<file path="src/rtl/ibcb_pkg.sv">
package ibcb_pkg;

    // Register byte addresses on the control bus.
    localparam logic [4:0] ADDR_CTRL   = 5'h00;
    localparam logic [4:0] ADDR_TXDATA = 5'h04;
    localparam logic [4:0] ADDR_CMD    = 5'h08;
    localparam logic [4:0] ADDR_STATUS = 5'h0C;
    localparam logic [4:0] ADDR_RXDATA = 5'h10;

    // Field positions.
    localparam int CTRL_EN      = 0;
    localparam int CMD_START    = 0;
    localparam int CMD_BYTE     = 1;
    localparam int CMD_READ     = 2;
    localparam int CMD_STOP     = 3;
    localparam int CMD_NACK     = 4;
    localparam int STAT_BUSY    = 0;
    localparam int STAT_BUSBUSY = 1;
    localparam int STAT_ARBLOST = 2;
    localparam int STAT_NACK    = 3;
    localparam int STAT_OWN     = 4;

    // Reset values.
    localparam logic [7:0] RST_BYTE = 8'h00;

    // Timing: one quarter of a bus bit period.
    localparam int CLK_NS     = 10;
    localparam int QTR_NS     = 2500;
    localparam int QTR_CYC    = (QTR_NS + CLK_NS - 1) / CLK_NS;
    localparam int BITS_BYTE  = 8;

    typedef logic [4:0]  ibcb_addr_t;
    typedef logic [31:0] ibcb_word_t;

    typedef enum logic [1:0]
    {
        ST_IDLE  = 2'b00,
        ST_START = 2'b01,
        ST_BIT   = 2'b11,
        ST_STOP  = 2'b10
    } ibcb_state_e;

    typedef struct packed
    {
        logic scl;
        logic sda;
    } ibcb_pins_s;

endpackage : ibcb_pkg

</file>
<file path="src/rtl/ibcb_master.sv">
// Decided for this implementation: the placing of the registers and the Avalon-MM slave port.
`timescale 1ns/1ps
module ibcb_master
#(
    parameter int QTR = ibcb_pkg::QTR_CYC
)
(
    // Clock and reset
    input  wire logic               ref_clk,
    input  wire logic               rst,
    // Avalon-MM slave
    input  wire ibcb_pkg::ibcb_addr_t avs_address,
    input  wire logic               avs_read,
    input  wire logic               avs_write,
    input  wire ibcb_pkg::ibcb_word_t avs_writedata,
    output ibcb_pkg::ibcb_word_t    avs_readdata,
    output logic                    avs_waitrequest,
    // Open-drain bus pins
    input  wire ibcb_pkg::ibcb_pins_s pin_in,
    output ibcb_pkg::ibcb_pins_s    pin_out,
    output ibcb_pkg::ibcb_pins_s    pin_oe
);
    import ibcb_pkg::*;

    ////////////////////////////////////////////////////////////////////////////
    // Pin synchronisers: a change counts once stages two and three agree.

    logic [1:0] s1_q;
    logic [1:0] s2_q;
    logic [1:0] s3_q;
    logic [1:0] f_q;
    logic       sda_p_q;

    genvar g;
    generate
        for (g = 0; g < 2; g++)
        begin : g_sync
            always_ff @(posedge ref_clk or posedge rst)
            begin
                if (rst)
                begin
                    s1_q[g] <= 1'b1;
                    s2_q[g] <= 1'b1;
                    s3_q[g] <= 1'b1;
                    f_q[g]  <= 1'b1;
                end
                else
                begin
                    s1_q[g] <= (g == 0) ? pin_in.sda : pin_in.scl;
                    s2_q[g] <= s1_q[g];
                    s3_q[g] <= s2_q[g];
                    f_q[g]  <= (s2_q[g] == s3_q[g]) ? s3_q[g] : f_q[g];
                end
            end
        end
    endgenerate

    wire sda_s = f_q[0];
    wire scl_s = f_q[1];

    ////////////////////////////////////////////////////////////////////////////
    // Bus monitor. Data edges with the clock high are conditions only.

    logic busy_bus_q;
    wire  start_det = scl_s && sda_p_q && !sda_s;
    wire  stop_det  = scl_s && !sda_p_q && sda_s;

    always_ff @(posedge ref_clk or posedge rst)
    begin
        if (rst)
        begin
            sda_p_q    <= 1'b1;
            busy_bus_q <= 1'b0;
        end
        else
        begin
            sda_p_q <= sda_s;
            if (start_det)
                busy_bus_q <= 1'b1;
            else if (stop_det)
                busy_bus_q <= 1'b0;
        end
    end

    ////////////////////////////////////////////////////////////////////////////
    // Registers and Avalon slave. The answer comes one cycle after the request.

    ibcb_state_e st_q;
    logic        en_q;
    logic [7:0]  tx_q;
    logic [7:0]  sh_q;
    logic [7:0]  rx_q;
    logic        rd_q;
    logic        nack_tx_q;
    logic        nack_rx_q;
    logic        arb_q;
    logic        own_q;
    logic        do_start_q;
    logic        do_byte_q;
    logic        do_stop_q;
    logic        wait_q;
    ibcb_word_t  rdata_q;

    wire busy   = (st_q != ST_IDLE) || do_start_q || do_byte_q || do_stop_q;
    wire wr_ok  = avs_write && !wait_q;
    wire wr_cmd = wr_ok && (avs_address == ADDR_CMD) && en_q && !busy;

    wire [31:0] stat_word = {27'h0, own_q, nack_rx_q, arb_q, busy_bus_q, busy};
    wire [31:0] rd_mux =
        (avs_address == ADDR_CTRL)   ? {31'h0, en_q} :
        (avs_address == ADDR_TXDATA) ? {24'h0, tx_q} :
        (avs_address == ADDR_STATUS) ? stat_word :
        (avs_address == ADDR_RXDATA) ? {24'h0, rx_q} : 32'h0;

    always_ff @(posedge ref_clk or posedge rst)
    begin
        if (rst)
        begin
            wait_q  <= 1'b1;
            rdata_q <= 32'h0;
            en_q    <= 1'b0;
            tx_q    <= RST_BYTE;
        end
        else
        begin
            wait_q <= !((avs_read || avs_write) && wait_q);
            if ((avs_read || avs_write) && wait_q)
                rdata_q <= rd_mux;
            if (wr_ok && avs_address == ADDR_CTRL)
                en_q <= avs_writedata[CTRL_EN];
            if (wr_ok && avs_address == ADDR_TXDATA)
                tx_q <= avs_writedata[7:0];
        end
    end

    ////////////////////////////////////////////////////////////////////////////
    // Bit engine. Each bit is four quarter phases; phase 2 waits for clock high.
    // The quarter must outlast the four-cycle pin synchroniser, or a Stop reads as lost.

    logic [15:0] cnt_q;
    logic [1:0]  ph_q;
    logic [3:0]  bit_q;
    logic        scl_oe_q;
    logic        sda_oe_q;
    logic        sda_o_q;

    wire tick     = (cnt_q == 16'h0000);
    wire adv      = tick && ((ph_q != 2'd2) || scl_s);
    wire ack_bit  = (bit_q == 4'(BITS_BYTE));
    wire want_low = ack_bit ? (rd_q && !nack_tx_q) : (!rd_q && !sh_q[7]);
    wire lost_bit = (st_q == ST_BIT) && adv && ph_q == 2'd2 && !ack_bit && !rd_q && sh_q[7] && !sda_s;
    wire lost_cond = ((st_q == ST_START) && adv && ph_q == 2'd2 && !sda_s) ||
                     ((st_q == ST_STOP) && adv && ph_q == 2'd3 && !sda_s);
    wire lost     = lost_bit || lost_cond;
    wire may_start = !busy_bus_q || own_q;

    always_ff @(posedge ref_clk or posedge rst)
    begin
        if (rst)
            cnt_q <= 16'h0000;
        else
            cnt_q <= (tick || st_q == ST_IDLE) ? 16'(QTR - 1) : cnt_q - 16'h0001;
    end

    always_ff @(posedge ref_clk or posedge rst)
    begin
        if (rst)
        begin
            st_q       <= ST_IDLE;
            ph_q       <= 2'd0;
            bit_q      <= 4'h0;
            sh_q       <= RST_BYTE;
            rx_q       <= RST_BYTE;
            rd_q       <= 1'b0;
            nack_tx_q  <= 1'b0;
            nack_rx_q  <= 1'b0;
            arb_q      <= 1'b0;
            own_q      <= 1'b0;
            do_start_q <= 1'b0;
            do_byte_q  <= 1'b0;
            do_stop_q  <= 1'b0;
            scl_oe_q   <= 1'b0;
            sda_oe_q   <= 1'b0;
            sda_o_q    <= 1'b0;
        end
        else if (!en_q)
        begin
            st_q       <= ST_IDLE;
            ph_q       <= 2'd0;
            own_q      <= 1'b0;
            do_start_q <= 1'b0;
            do_byte_q  <= 1'b0;
            do_stop_q  <= 1'b0;
            scl_oe_q   <= 1'b0;
            sda_oe_q   <= 1'b0;
        end
        else
        begin
            sda_o_q <= 1'b0;
            if (wr_cmd)
            begin
                do_start_q <= avs_writedata[CMD_START];
                do_byte_q  <= avs_writedata[CMD_BYTE];
                do_stop_q  <= avs_writedata[CMD_STOP];
                rd_q       <= avs_writedata[CMD_READ];
                nack_tx_q  <= avs_writedata[CMD_NACK];
                sh_q       <= tx_q;
                arb_q      <= 1'b0;
            end
            if (lost)
            begin
                // Losing releases both lines at once; software retries after Stop.
                st_q       <= ST_IDLE;
                ph_q       <= 2'd0;
                own_q      <= 1'b0;
                arb_q      <= 1'b1;
                do_byte_q  <= 1'b0;
                do_stop_q  <= 1'b0;
                scl_oe_q   <= 1'b0;
                sda_oe_q   <= 1'b0;
            end
            else
            begin
                case (st_q)
                    ST_IDLE:
                    begin
                        ph_q <= 2'd0;
                        if (do_start_q && may_start)
                        begin
                            st_q       <= ST_START;
                            do_start_q <= 1'b0;
                        end
                        else if (!do_start_q && do_byte_q)
                        begin
                            st_q      <= ST_BIT;
                            bit_q     <= 4'h0;
                            do_byte_q <= 1'b0;
                        end
                        else if (!do_start_q && do_stop_q)
                        begin
                            st_q      <= ST_STOP;
                            do_stop_q <= 1'b0;
                        end
                    end
                    ST_START:
                    begin
                        if (adv)
                        begin
                            ph_q <= ph_q + 2'd1;
                            case (ph_q)
                                2'd0:    sda_oe_q <= 1'b0;
                                2'd1:    scl_oe_q <= 1'b0;
                                2'd2:    sda_oe_q <= 1'b1;
                                default:
                                begin
                                    scl_oe_q <= 1'b1;
                                    own_q    <= 1'b1;
                                    st_q     <= ST_IDLE;
                                end
                            endcase
                        end
                    end
                    ST_BIT:
                    begin
                        if (adv)
                        begin
                            ph_q <= ph_q + 2'd1;
                            case (ph_q)
                                2'd0:    sda_oe_q <= want_low;
                                2'd1:    scl_oe_q <= 1'b0;
                                2'd2:
                                begin
                                    // Sample at the end of phase 2 with the clock seen high; a clean compare keeps going.
                                    if (ack_bit && !rd_q)
                                        nack_rx_q <= sda_s;
                                    else if (!ack_bit)
                                        sh_q <= {sh_q[6:0], sda_s};
                                end
                                default:
                                begin
                                    scl_oe_q <= 1'b1;
                                    bit_q    <= bit_q + 4'h1;
                                    if (ack_bit)
                                    begin
                                        rx_q  <= sh_q;
                                        bit_q <= 4'h0;
                                        st_q  <= ST_IDLE;
                                    end
                                end
                            endcase
                        end
                    end
                    ST_STOP:
                    begin
                        if (adv)
                        begin
                            ph_q <= ph_q + 2'd1;
                            case (ph_q)
                                2'd0:    sda_oe_q <= 1'b1;
                                2'd1:    scl_oe_q <= 1'b0;
                                2'd2:    sda_oe_q <= 1'b0;
                                default:
                                begin
                                    own_q <= 1'b0;
                                    st_q  <= ST_IDLE;
                                end
                            endcase
                        end
                    end
                    default: st_q <= ST_IDLE;
                endcase
            end
        end
    end

    assign avs_readdata    = rdata_q;
    assign avs_waitrequest = wait_q;
    assign pin_out.scl     = sda_o_q;
    assign pin_out.sda     = sda_o_q;
    assign pin_oe.scl      = scl_oe_q;
    assign pin_oe.sda      = sda_oe_q;
endmodule : ibcb_master

</file>
<file path="config.mk">
export PLATFORM = sky130hd
export DESIGN_NAME = ibcb_master
export DESIGN_NICKNAME = d
export VERILOG_FILES = /design/src/rtl/ibcb_pkg.sv /design/src/rtl/ibcb_master.sv
export SDC_FILE = /design/constraint.sdc
export NUM_CORES = 1
export LEC_CHECK = 0
export ABC_AREA = 1
export BUFFER_PORTS_ARGS = -buffer_cell sky130_fd_sc_hd__buf_2
export CAP_MARGIN = 20
export CORE_MARGIN = 8
export CORE_UTILIZATION = 30
export DETAILED_ROUTE_END_ITERATION = 8
export GPL_ROUTABILITY_DRIVEN = 0
export PLACE_DENSITY = 0.44
export RECOVER_POWER = 25
export REMOVE_ABC_BUFFERS = 1
export SETUP_SLACK_MARGIN = 0.02
export SYNTH_ARGS = -nofsm -noshare
export SYNTH_HDL_FRONTEND = slang
export SYNTH_SLANG_ARGS = --single-unit
</file>
<file path="constraint.sdc">
create_clock -name ref_clk -period 2.6 [get_ports ref_clk]
set_clock_uncertainty 0.05 [all_clocks]
set_input_delay 0.26 -clock ref_clk [delete_from_list [all_inputs] [get_ports ref_clk]]
set_output_delay 0.26 -clock ref_clk [all_outputs]
set_load 0.03 [all_outputs]
</file>
* Word-level counts from Yosys, hierarchy flattened *
Index checks and enable logic that the tools add are counted.

storage, ports and cells
  ROM bits = 0
  RAM bits = 0
  bits of input ports = 43
  latch bits = 0
  output and inout bits = 37
  register bits after elaboration = 102
  logic and storage cells = 224
  memories kept = 0

operators by class
  bitwise operators = 2
  $mul = 0
  multiplexer cells = 79
  magnitude comparators = 0
  add/subtract/negate cells = 3
  eq/ne operators = 38
  shifts and indexed selects = 0
  div/mod/pow operators = 0
  reductions and logical operators = 72

operators by type and width
  operator               number
  $mux 8                 11
  $mux 1                 40
  $logic_and 1x1->1      30
  $ne 4x4->1 const B     7
  $mux 2                 13
  $mux 4                 5
  $reduce_and 6->1       3
  $logic_not 16->1       1
  $mux 16                1
  $ne 4x2->1 const B     4
  $ne 4x3->1 const B     4
  $sub 16x1->16 const B  1
  $reduce_and 7->1       2
  $logic_not 1->1        11
  $eq 5x4->1 const B     2
  $ne 5x4->1 const B     2
  $pmux 1 s2             5
  $reduce_and 5->1       2
  $logic_or 1x1->1       9
  $eq 2x2->1 const B     4
  $ne 2x2->1 const B     4
  $pmux 4 s2             1
  $reduce_bool 2->1      4
  $ne 6x3->1 const B     1
  19 further kinds       27

* Logic depth before layout (Yosys ltp) *
Gate-level depths: netlist of run 1.

  depth after elaboration = 13
  gate-level depth with buffers = 14
  mapped depth without buffers = 14

* Worst setup path before layout of run 1 *
No wires, ideal clock.

  path kind = flip-flop to flip-flop
  from = reg ph_q[0]
  to = reg rx_q[0]
  library setup time = 0.117 ns
  buffers on the path = 1
  arrival = 1.638 ns
  data required time = 2.433 ns
  period minus slack after synthesis = 1.806 ns
  stages on the path, launching flop included = 14
  slack = 0.794 ns
  cell sequence = dfrtp_1 inv_1 ha_1 nand2_2 inv_2 nand3_1 nand2_1 nand2_2 nor2_4 nor2_4 nand3_4 buf_8 nand2_2 o21ai_2

between the ends
  word-level cells in the longest chain between the ends = 12
  elaborated cells on any way between the ends = 25
  classes of those cells = eq/ne: 4; bitwise: 2; reduce/logical: 19

ends and longest elaborated chain
  item                                 line                source
  from (decl)                          ibcb_master.sv:141  logic [1:0] ph_q;
  from (signal assigned)               ibcb_master.sv:249  ph_q <= ph_q + 2'd1;
  from (signal assigned)               ibcb_master.sv:267  ph_q <= ph_q + 2'd1;
  from (signal assigned)               ibcb_master.sv:297  ph_q <= ph_q + 2'd1;
  $ne 2x2->1                           ibcb_master.sv:148  wire adv = tick && ((ph_q != 2'd2) || scl_s);
  $logic_or 1x1->1                     ibcb_master.sv:148
  $logic_and 1x1->1                    ibcb_master.sv:148
  $logic_and 1x1->1 (6 in series)      ibcb_master.sv:151  wire lost_bit = (st_q == ST_BIT) && adv && ph_q == 2'd2 && !ack_bit && !rd_q && sh_q[7] && !sda_s;
  $logic_or 1x1->1                     ibcb_master.sv:154  wire lost = lost_bit || lost_cond;
  $not 1->1 (no source line)           --
  $reduce_and 6->1 (no source line) *  --
  to (signal assigned)                 ibcb_master.sv:285  rx_q <= sh_q;
  to (decl)                            ibcb_master.sv:92   logic [7:0] rx_q;

Every way passes the cells marked *; elsewhere a longest branch is shown, timed or not.
A chain may end at the register's enable or synchronous reset.

* Worst setup path in the final report of run 1 *
  from = reg st_q[1]
  to = reg sh_q[5]

between the ends
  word-level cells in the longest chain between the ends = 13
  elaborated cells on any way between the ends = 30
  classes of those cells = eq/ne: 3; mux: 7; reduce/logical: 20

ends and longest elaborated chain
  item                            line                source
  from (decl)                     ibcb_master.sv:88   ibcb_state_e st_q;
  from (signal assigned)          ibcb_master.sv:169  st_q <= ST_IDLE;
  from (signal assigned)          ibcb_master.sv:188  st_q <= ST_IDLE;
  from (signal assigned)          ibcb_master.sv:213  st_q <= ST_IDLE;
  $reduce_bool 2->1               ibcb_master.sv:104  wire busy = (st_q != ST_IDLE) || do_start_q || do_byte_q || do_stop_q;
  $logic_or 1x1->1 (3 in series)  ibcb_master.sv:104
  $logic_not 1->1                 ibcb_master.sv:106  wire wr_cmd = wr_ok && (avs_address == ADDR_CMD) && en_q && !busy;
  $logic_and 1x1->1               ibcb_master.sv:106
  $mux 8                          ibcb_master.sv:200  if (wr_cmd)
  $mux 8                          ibcb_master.sv:276  else if (!ack_bit)
  $mux 8                          ibcb_master.sv:274  if (ack_bit && !rd_q)
  $mux 8                          ibcb_master.sv:268  case (ph_q)
  $mux 8                          ibcb_master.sv:265  if (adv)
  $mux 8                          ibcb_master.sv:224  case (st_q)
  $mux 8 *                        ibcb_master.sv:210  if (lost)
  to (signal assigned)            ibcb_master.sv:207  sh_q <= tx_q;
  to (signal assigned)            ibcb_master.sv:277  sh_q <= {sh_q[6:0], sda_s};
  to (decl)                       ibcb_master.sv:91   logic [7:0] sh_q;

Marks and branches as above.

==> results of run 1 <==
==> cells by family after synthesis <==
family	share of synthesized area, %
AO/OA/AOI/OAI	9.15
XOR/XNOR	0.971
adder cells (fa/ha/maj)	4.05
buffers and inverters	12.6
flip-flops	43.5
multiplexers	0.998
other	0.0831
AND/OR/NAND/NOR	28.6
==> report_power, final <==
part | total (mW) | switching (mW) | leakage (nW) | internal, mW
sequential | 1.43 | 0.0968 | 1.00 | 1.33
clock | 1.23 | 0.567 | 0.139 | 0.667
combinational | 0.733 | 0.509 | 1.34 | 0.223
total | 3.40 | 1.17 | 2.48 | 2.22
==> worst max-delay path by stage <==
| stage | start | to | cells past startpoint |
|---|---|---|---|
| final | st_q[1] | sh_q[5] | 11 |
| after global routing | ph_q[0] | bit_q[2] | 11 |
| after CTS | st_q[1] | sh_q[5] | 11 |
| after detailed placement | ph_q[0] | bit_q[0] | 11 |
| after global placement | st_q[1] | sh_q[5] | 11 |
| after floorplan | rst | arb_q | 1 |
==> metal layers <==
layer | vias to the layer above | share of wire, % | track usage (%)
li1 | 1798 | - | -
met1 | 1696 | 48 | 14.6
met2 | 56 | 47 | 18.5
met3 | 13 | 3.8 | 2.82
met4 | 0 | 1.6 | 4.79
met5 | - | 0 | 0
==> registers in the layout, indices dropped and copies added, names as in the netlist, 2 cells and up <==
name          count
avs_readdata      8
bit_q             4
cnt_q            16
ph_q              2
rx_q              8
s1_q              2
s2_q              2
s3_q              2
sh_q              8
st_q              2
tx_q              8
==> through the flow <==
stage                     cells  util (%)
after detailed placement    761      31.8
final                       780      33.9
after global routing        780      33.9
after CTS                   780      33.9
after global placement      761      31.8
after floorplan             539         -
==> cell usage in the layout (no fill, tap or decap), types with 3 or more instances in the layout <==
master         synthesis  final
nand2_1              136    136
dfrtp_1               68     68
inv_1                 62     62
nand3_1               39     39
nor2_1                30     30
buf_2                  3     29
o21ai_0               27     27
conb_1                 1     26
a21oi_1               16     16
nand4_1               14     14
ha_1                  13     13
clkbuf_16              0      9
nor2_4                 8      8
nand2_2                8      8
nor3_1                 8      8
o21ai_2                8      8
nor2_2                 7      7
clkinv_1               7      7
dfstp_2               10      7
inv_2                  6      6
o21ai_1                6      6
a31oi_1                4      4
mux2_2                 4      4
nand4_2                3      3
a22o_1                 3      3
xor2_1                 3      3
inv_6                  0      3
dlygate4sd3_1          0      3
buf_4                 29      3
dfstp_1                0      3
==> cell type report <==
| cell class | count | area, um^2 |
|---|---|---|
| multi-input combinational | 385 | 2070 |
| tap | 188 | 235 |
| clock inverter | 7 | 62.6 |
| clock buffer | 9 | 225 |
| sequential | 78 | 1960 |
| timing repair buffer | 37 | 221 |
| inverter | 76 | 288 |
| fill | 1607 | 9910 |
==> what timing repair did <==
action	CTS	global route
buffers inserted	0	0
hold buffers	3	0
endpoints found under the hold margin	35	0
==> flow_metrics.tcl, run 1 <==
set metrics [dict create \
    area_growth_pct 12.3 \
    fin_area_mm2 0.00507 \
    critPathSlowestCell "dfrtp_1" \
    rsz0062_at_grt "no" \
    wl_um 10600 \
    max_stage_delay_ns 0.42 \
    synth.most_common_cell "nand2_1" \
    critPathCaptureType "flip-flop" \
    synth_seq_cells 78 \
    drcViolationCount 0 \
    drive_above_1_share_pct 18.4 \
    grt_max_degree 42 \
    boundaryPins 80 \
    tns_ns 0 \
    synth_top_cell_by_area "dfrtp_1" \
    cp.required_ns 2.78 \
    h-tree-depth 3 \
    status "finished, violations left" \
    die_area_mm2 0.0192 \
    min_period_ns 2.18 \
    cts_buffers 9 \
    yosysWarningCount 0 \
    drt-initial-drc-count 201 \
    core_area_mm2 0.0150 \
    grt_overflow 0 \
    worstPathMaxFanout 13 \
    via_count 3563 \
    hold_viol_final 0 \
    holdPathStages 2 \
    antenna_found_initial 0 \
    syn_avg_cell_area_um2 8.18 \
    ff2ff_setup_slack_ns 0.42 \
    tightest_slew_ns 1.53 \
    clock_latency_ns 0.35 \
    nets 643 \
    startpoint_type "flip-flop" \
    async_reset_ff_share_pct 100 \
    hold_path_end "tx_q[6]" \
    hp-start "avs_writedata[6]" \
    synth_cell_types 47 \
    powerDensity_mw_per_mm2 670 \
    clk_pin_slew_worst_paths_ns 0.07 \
    grt_first_pass_wirelength_um 18200 \
    numPortBuffers 29 \
    hpwl_um 7910 \
    grt_usage_pct 11.5 \
    ff2ff_path_depth 11 \
    cts_root_buffer "clkbuf_16" \
    yosysSeqAreaShare_pct 43.5 \
    worst_slack_ns 0.419 \
    fp.dieW_um 139 \
    detail_route.first_pass.iterations 4 \
    fmax_ghz 0.458 \
    finalSetupViolCount 0 \
    synth_ff_type "dfrtp_1" \
    grt_pass1_vias 3561 \
    cts.sinks 78 \
    cts_tree "yes" \
    synth_area_leaders "dfrtp_1 38%, nand2_1 11%, dfstp_2 5.8%" \
    ant_nets 0 \
    path_buf_inv 2 \
    insertedDiodeCount 0 \
    power.total_mw 3.40 \
    syn_inst 552 \
    hold_class "input pin to flip-flop" \
    slew_violations 38 \
    holdWs_ns 0.0843 \
    violations "max-capacitance violations, max-slew violations" \
    critical_path_class "flip-flop to flip-flop" \
    drv_cap 1 \
    dieHeight_um 139 \
    synth_top_area_share_pct 37.7 \
    synth_edf_count 0 \
    critPathTopFamily "simple AND/OR/NAND/NOR gates" \
    worstPathCellList "inv_1 > ha_1 > nand4_2 > nor2_4 > nand2_2 > nand2_1 > nand2_1 > inv_1 > nand2_1 > nand3_1 > nand2_1" \
    viasPerCell 4.57 \
    rr_endpoint "sh_q[5]" \
    peakVddDrop_uv 297 \
    ctsResizeCount 0 \
    syn_area_mm2 0.00451 \
    slew_headroom_pct -2.24 \
    pre_cts_ws_ns 0.438 \
    rows 45 \
    cts_max_path_buffers 2 \
    worstPathArrival_ns 2.36 \
    initial_core_util_pct 30.1 \
    reg2reg_from "st_q[1]" \
    postPlaceCellArea_mm2 0.00476 \
    crit_top_cell "nand2_1" \
    timing.final.crit_share_pct 83.9 \
    leakage_nw 2.48 \
    routedWlPerCell_um 13.6 \
    synthTopCellsByCount "136 x nand2_1, 68 x dfrtp_1, 62 x inv_1" \
]
No activity file was read; power rests on OpenSTA's default activity.
==> run 2, diff against run 1 <==
--- a/config.mk
+++ b/config.mk
@@ -12,7 +12,7 @@
 export CORE_UTILIZATION = 30
 export DETAILED_ROUTE_END_ITERATION = 8
 export GPL_ROUTABILITY_DRIVEN = 0
-export PLACE_DENSITY = 0.44
+export PLACE_DENSITY = 0.46
 export RECOVER_POWER = 25
 export REMOVE_ABC_BUFFERS = 1
 export SETUP_SLACK_MARGIN = 0.02
==> constraint.sdc (replaced) <==
create_clock -name ref_clk -period 2 [get_ports ref_clk]
set_clock_uncertainty 0.05 [all_clocks]
set_input_delay 0.2 -clock ref_clk [delete_from_list [all_inputs] [get_ports ref_clk]]
set_output_delay 0.2 -clock ref_clk [all_outputs]
set_load 0.03 [all_outputs]
==> flow_metrics.tcl, run 2 (same netlist as run 1, synthesis figures left out) <==
set metrics [dict create \
    status "finished clean" \
    ff2ff_path_depth 12 \
    critical_path_class "flip-flop to flip-flop" \
    peakVddDrop_uv 388 \
    max_stage_delay_ns 0.40 \
    worstSetupStartpoint "cnt_q[0]" \
    grt_pass1_vias 3653 \
    worstPathArrival_ns 2.08 \
    rsz0062_at_grt "yes" \
    critPathCaptureType "flip-flop" \
    routedWlPerCell_um 13.9 \
    insertedDiodeCount 0 \
    grt_busiest_layer "met2" \
    dp_cells 778 \
    final_cell_mix "134 x nand2_1, 68 x dfrtp_1, 59 x inv_1" \
    dieHeight_um 139 \
    min_period_ns 1.90 \
    hp-start "avs_writedata[6]" \
    grt_usage_pct 11.6 \
    stdcell_count 805 \
    startpoint_type "flip-flop" \
    cts_root_buffer "clkbuf_16" \
    nets 668 \
    path_depth 12 \
    utilization_pct 36.2 \
    wl_um 11200 \
    cts_max_path_buffers 2 \
    timing.final.crit_share_pct 94.8 \
    layout_commonest_cell "nand2_1" \
    critPathTopFamily "simple AND/OR/NAND/NOR gates" \
    drcViolationCount 0 \
    rr_endpoint "rx_q[4]" \
    gr-usage-met2_pct 18.7 \
    hpwl_um 8100 \
    grt_max_degree 32 \
    regMostFlops "cnt_q" \
    slew_headroom_pct 12.2 \
    fmax_ghz 0.527 \
    antenna_found_initial 0 \
    worstPathMaxFanout 8 \
    drt-initial-drc-count 188 \
    ant_nets 0 \
    slew_violations 0 \
    ff2ff_setup_slack_ns 0.10 \
    tns_ns 0 \
    core_area_mm2 0.0150 \
    leakage_nw 2.62 \
    grt_overflow 0 \
    path_buf_inv 3 \
    viasPerCell 4.48 \
    clk_pin_slew_worst_paths_ns 0.07 \
    pre_cts_ws_ns 0.0492 \
    largest_reg_flops 16 \
    hold_class "input pin to flip-flop" \
    reg2reg_from "cnt_q[0]" \
    initial_core_util_pct 30.1 \
    grt_util_met3_pct 3.44 \
    critical_path.endpoint "rx_q[4]" \
    use_met1_pct 14.6 \
    rows 45 \
    detail_route.first_pass.iterations 4 \
    via_count 3606 \
    grt_first_pass_wirelength_um 18300 \
    numPortBuffers 29 \
    drv_cap 0 \
    powerDensity_mw_per_mm2 858 \
    cts_buffers 9 \
    power.total_mw 4.65 \
    die_area_mm2 0.0192 \
    worstPathCellList "inv_2 > ha_4 > inv_2 > nor2_1 > nand2_1 > nor2_4 > nand3_4 > nor2_4 > nor2_4 > nand3_4 > clkbuf_16 > o21ai_2" \
    worst_slack_ns 0.104 \
    fp.dieW_um 139 \
    area_growth_pct 20.0 \
    crit_top_cell "nor2_4" \
    drive_above_1_share_pct 23.3 \
    boundaryPins 80 \
    critPathSlowestCell "dfrtp_1" \
    cts_tree "yes" \
    cts.sinks 78 \
    hold_viol_final 0 \
    clock_latency_ns 0.35 \
    finalSetupViolCount 0 \
    h-tree-depth 3 \
    tightest_slew_ns 1.32 \
    cp.required_ns 2.19 \
]
run 2: metrics by stage:
stage | area (um^2) | hold WS [ns]
after global routing | 5420 | 0.0249
after detailed placement | 4910 | 0.239
after CTS | 5250 | 0.0177
after global placement | 4910 | 0.239
final | 5420 | 0.0340
after floorplan | 4330 | 0.154
run 2: layout make-up:
class | instances | area, um^2
inverters | 76 | 290
clock buffers | 9 | 225
clock inverters | 7 | 80.1
flip-flops and latches | 78 | 1960
well taps | 188 | 235
multi-input cells | 386 | 2170
repair buffers | 61 | 452
fillers | 1572 | 9560
run 2: timing repair:
action,in CTS,in global routing
hold buffers,3,0
setup endpoints to repair,0,27
setup buffers,0,6
hold endpoints to repair,30,0
gates resized for setup,0,25
run 2: layer usage:
layer,vias to the layer above,wire length (um)
li1,1845,-
met5,-,0
met2,75,5170
met3,10,549
met1,1676,5350
met4,0,114
run 2: worst register-to-register path, delay by kind of cell (launching register included):
kind / cells / cell delay, ns
AO/OA/AOI/OAI: 1 / 0.05
flip-flops: 1 / 0.40
buffers and inverters: 3 / 0.30
adder cells (fa/ha/maj): 1 / 0.13
AND/OR/NAND/NOR: 7 / 0.87
run 2: power breakdown:
part,internal [mW],switching (mW)
Clock,0.982,0.712
Sequential,1.73,0.129
Combinational,0.388,0.700
run 2: worst min-delay path by stage:
stage                    to  slack [ns]  cells after the start
floorplan           s1_q[0]        0.15                      0
global placement    tx_q[0]        0.24                      2
detailed placement  tx_q[3]        0.24                      2
CTS                 tx_q[5]        0.02                      2
global route        tx_q[7]        0.02                      2
finish              tx_q[6]        0.03                      2
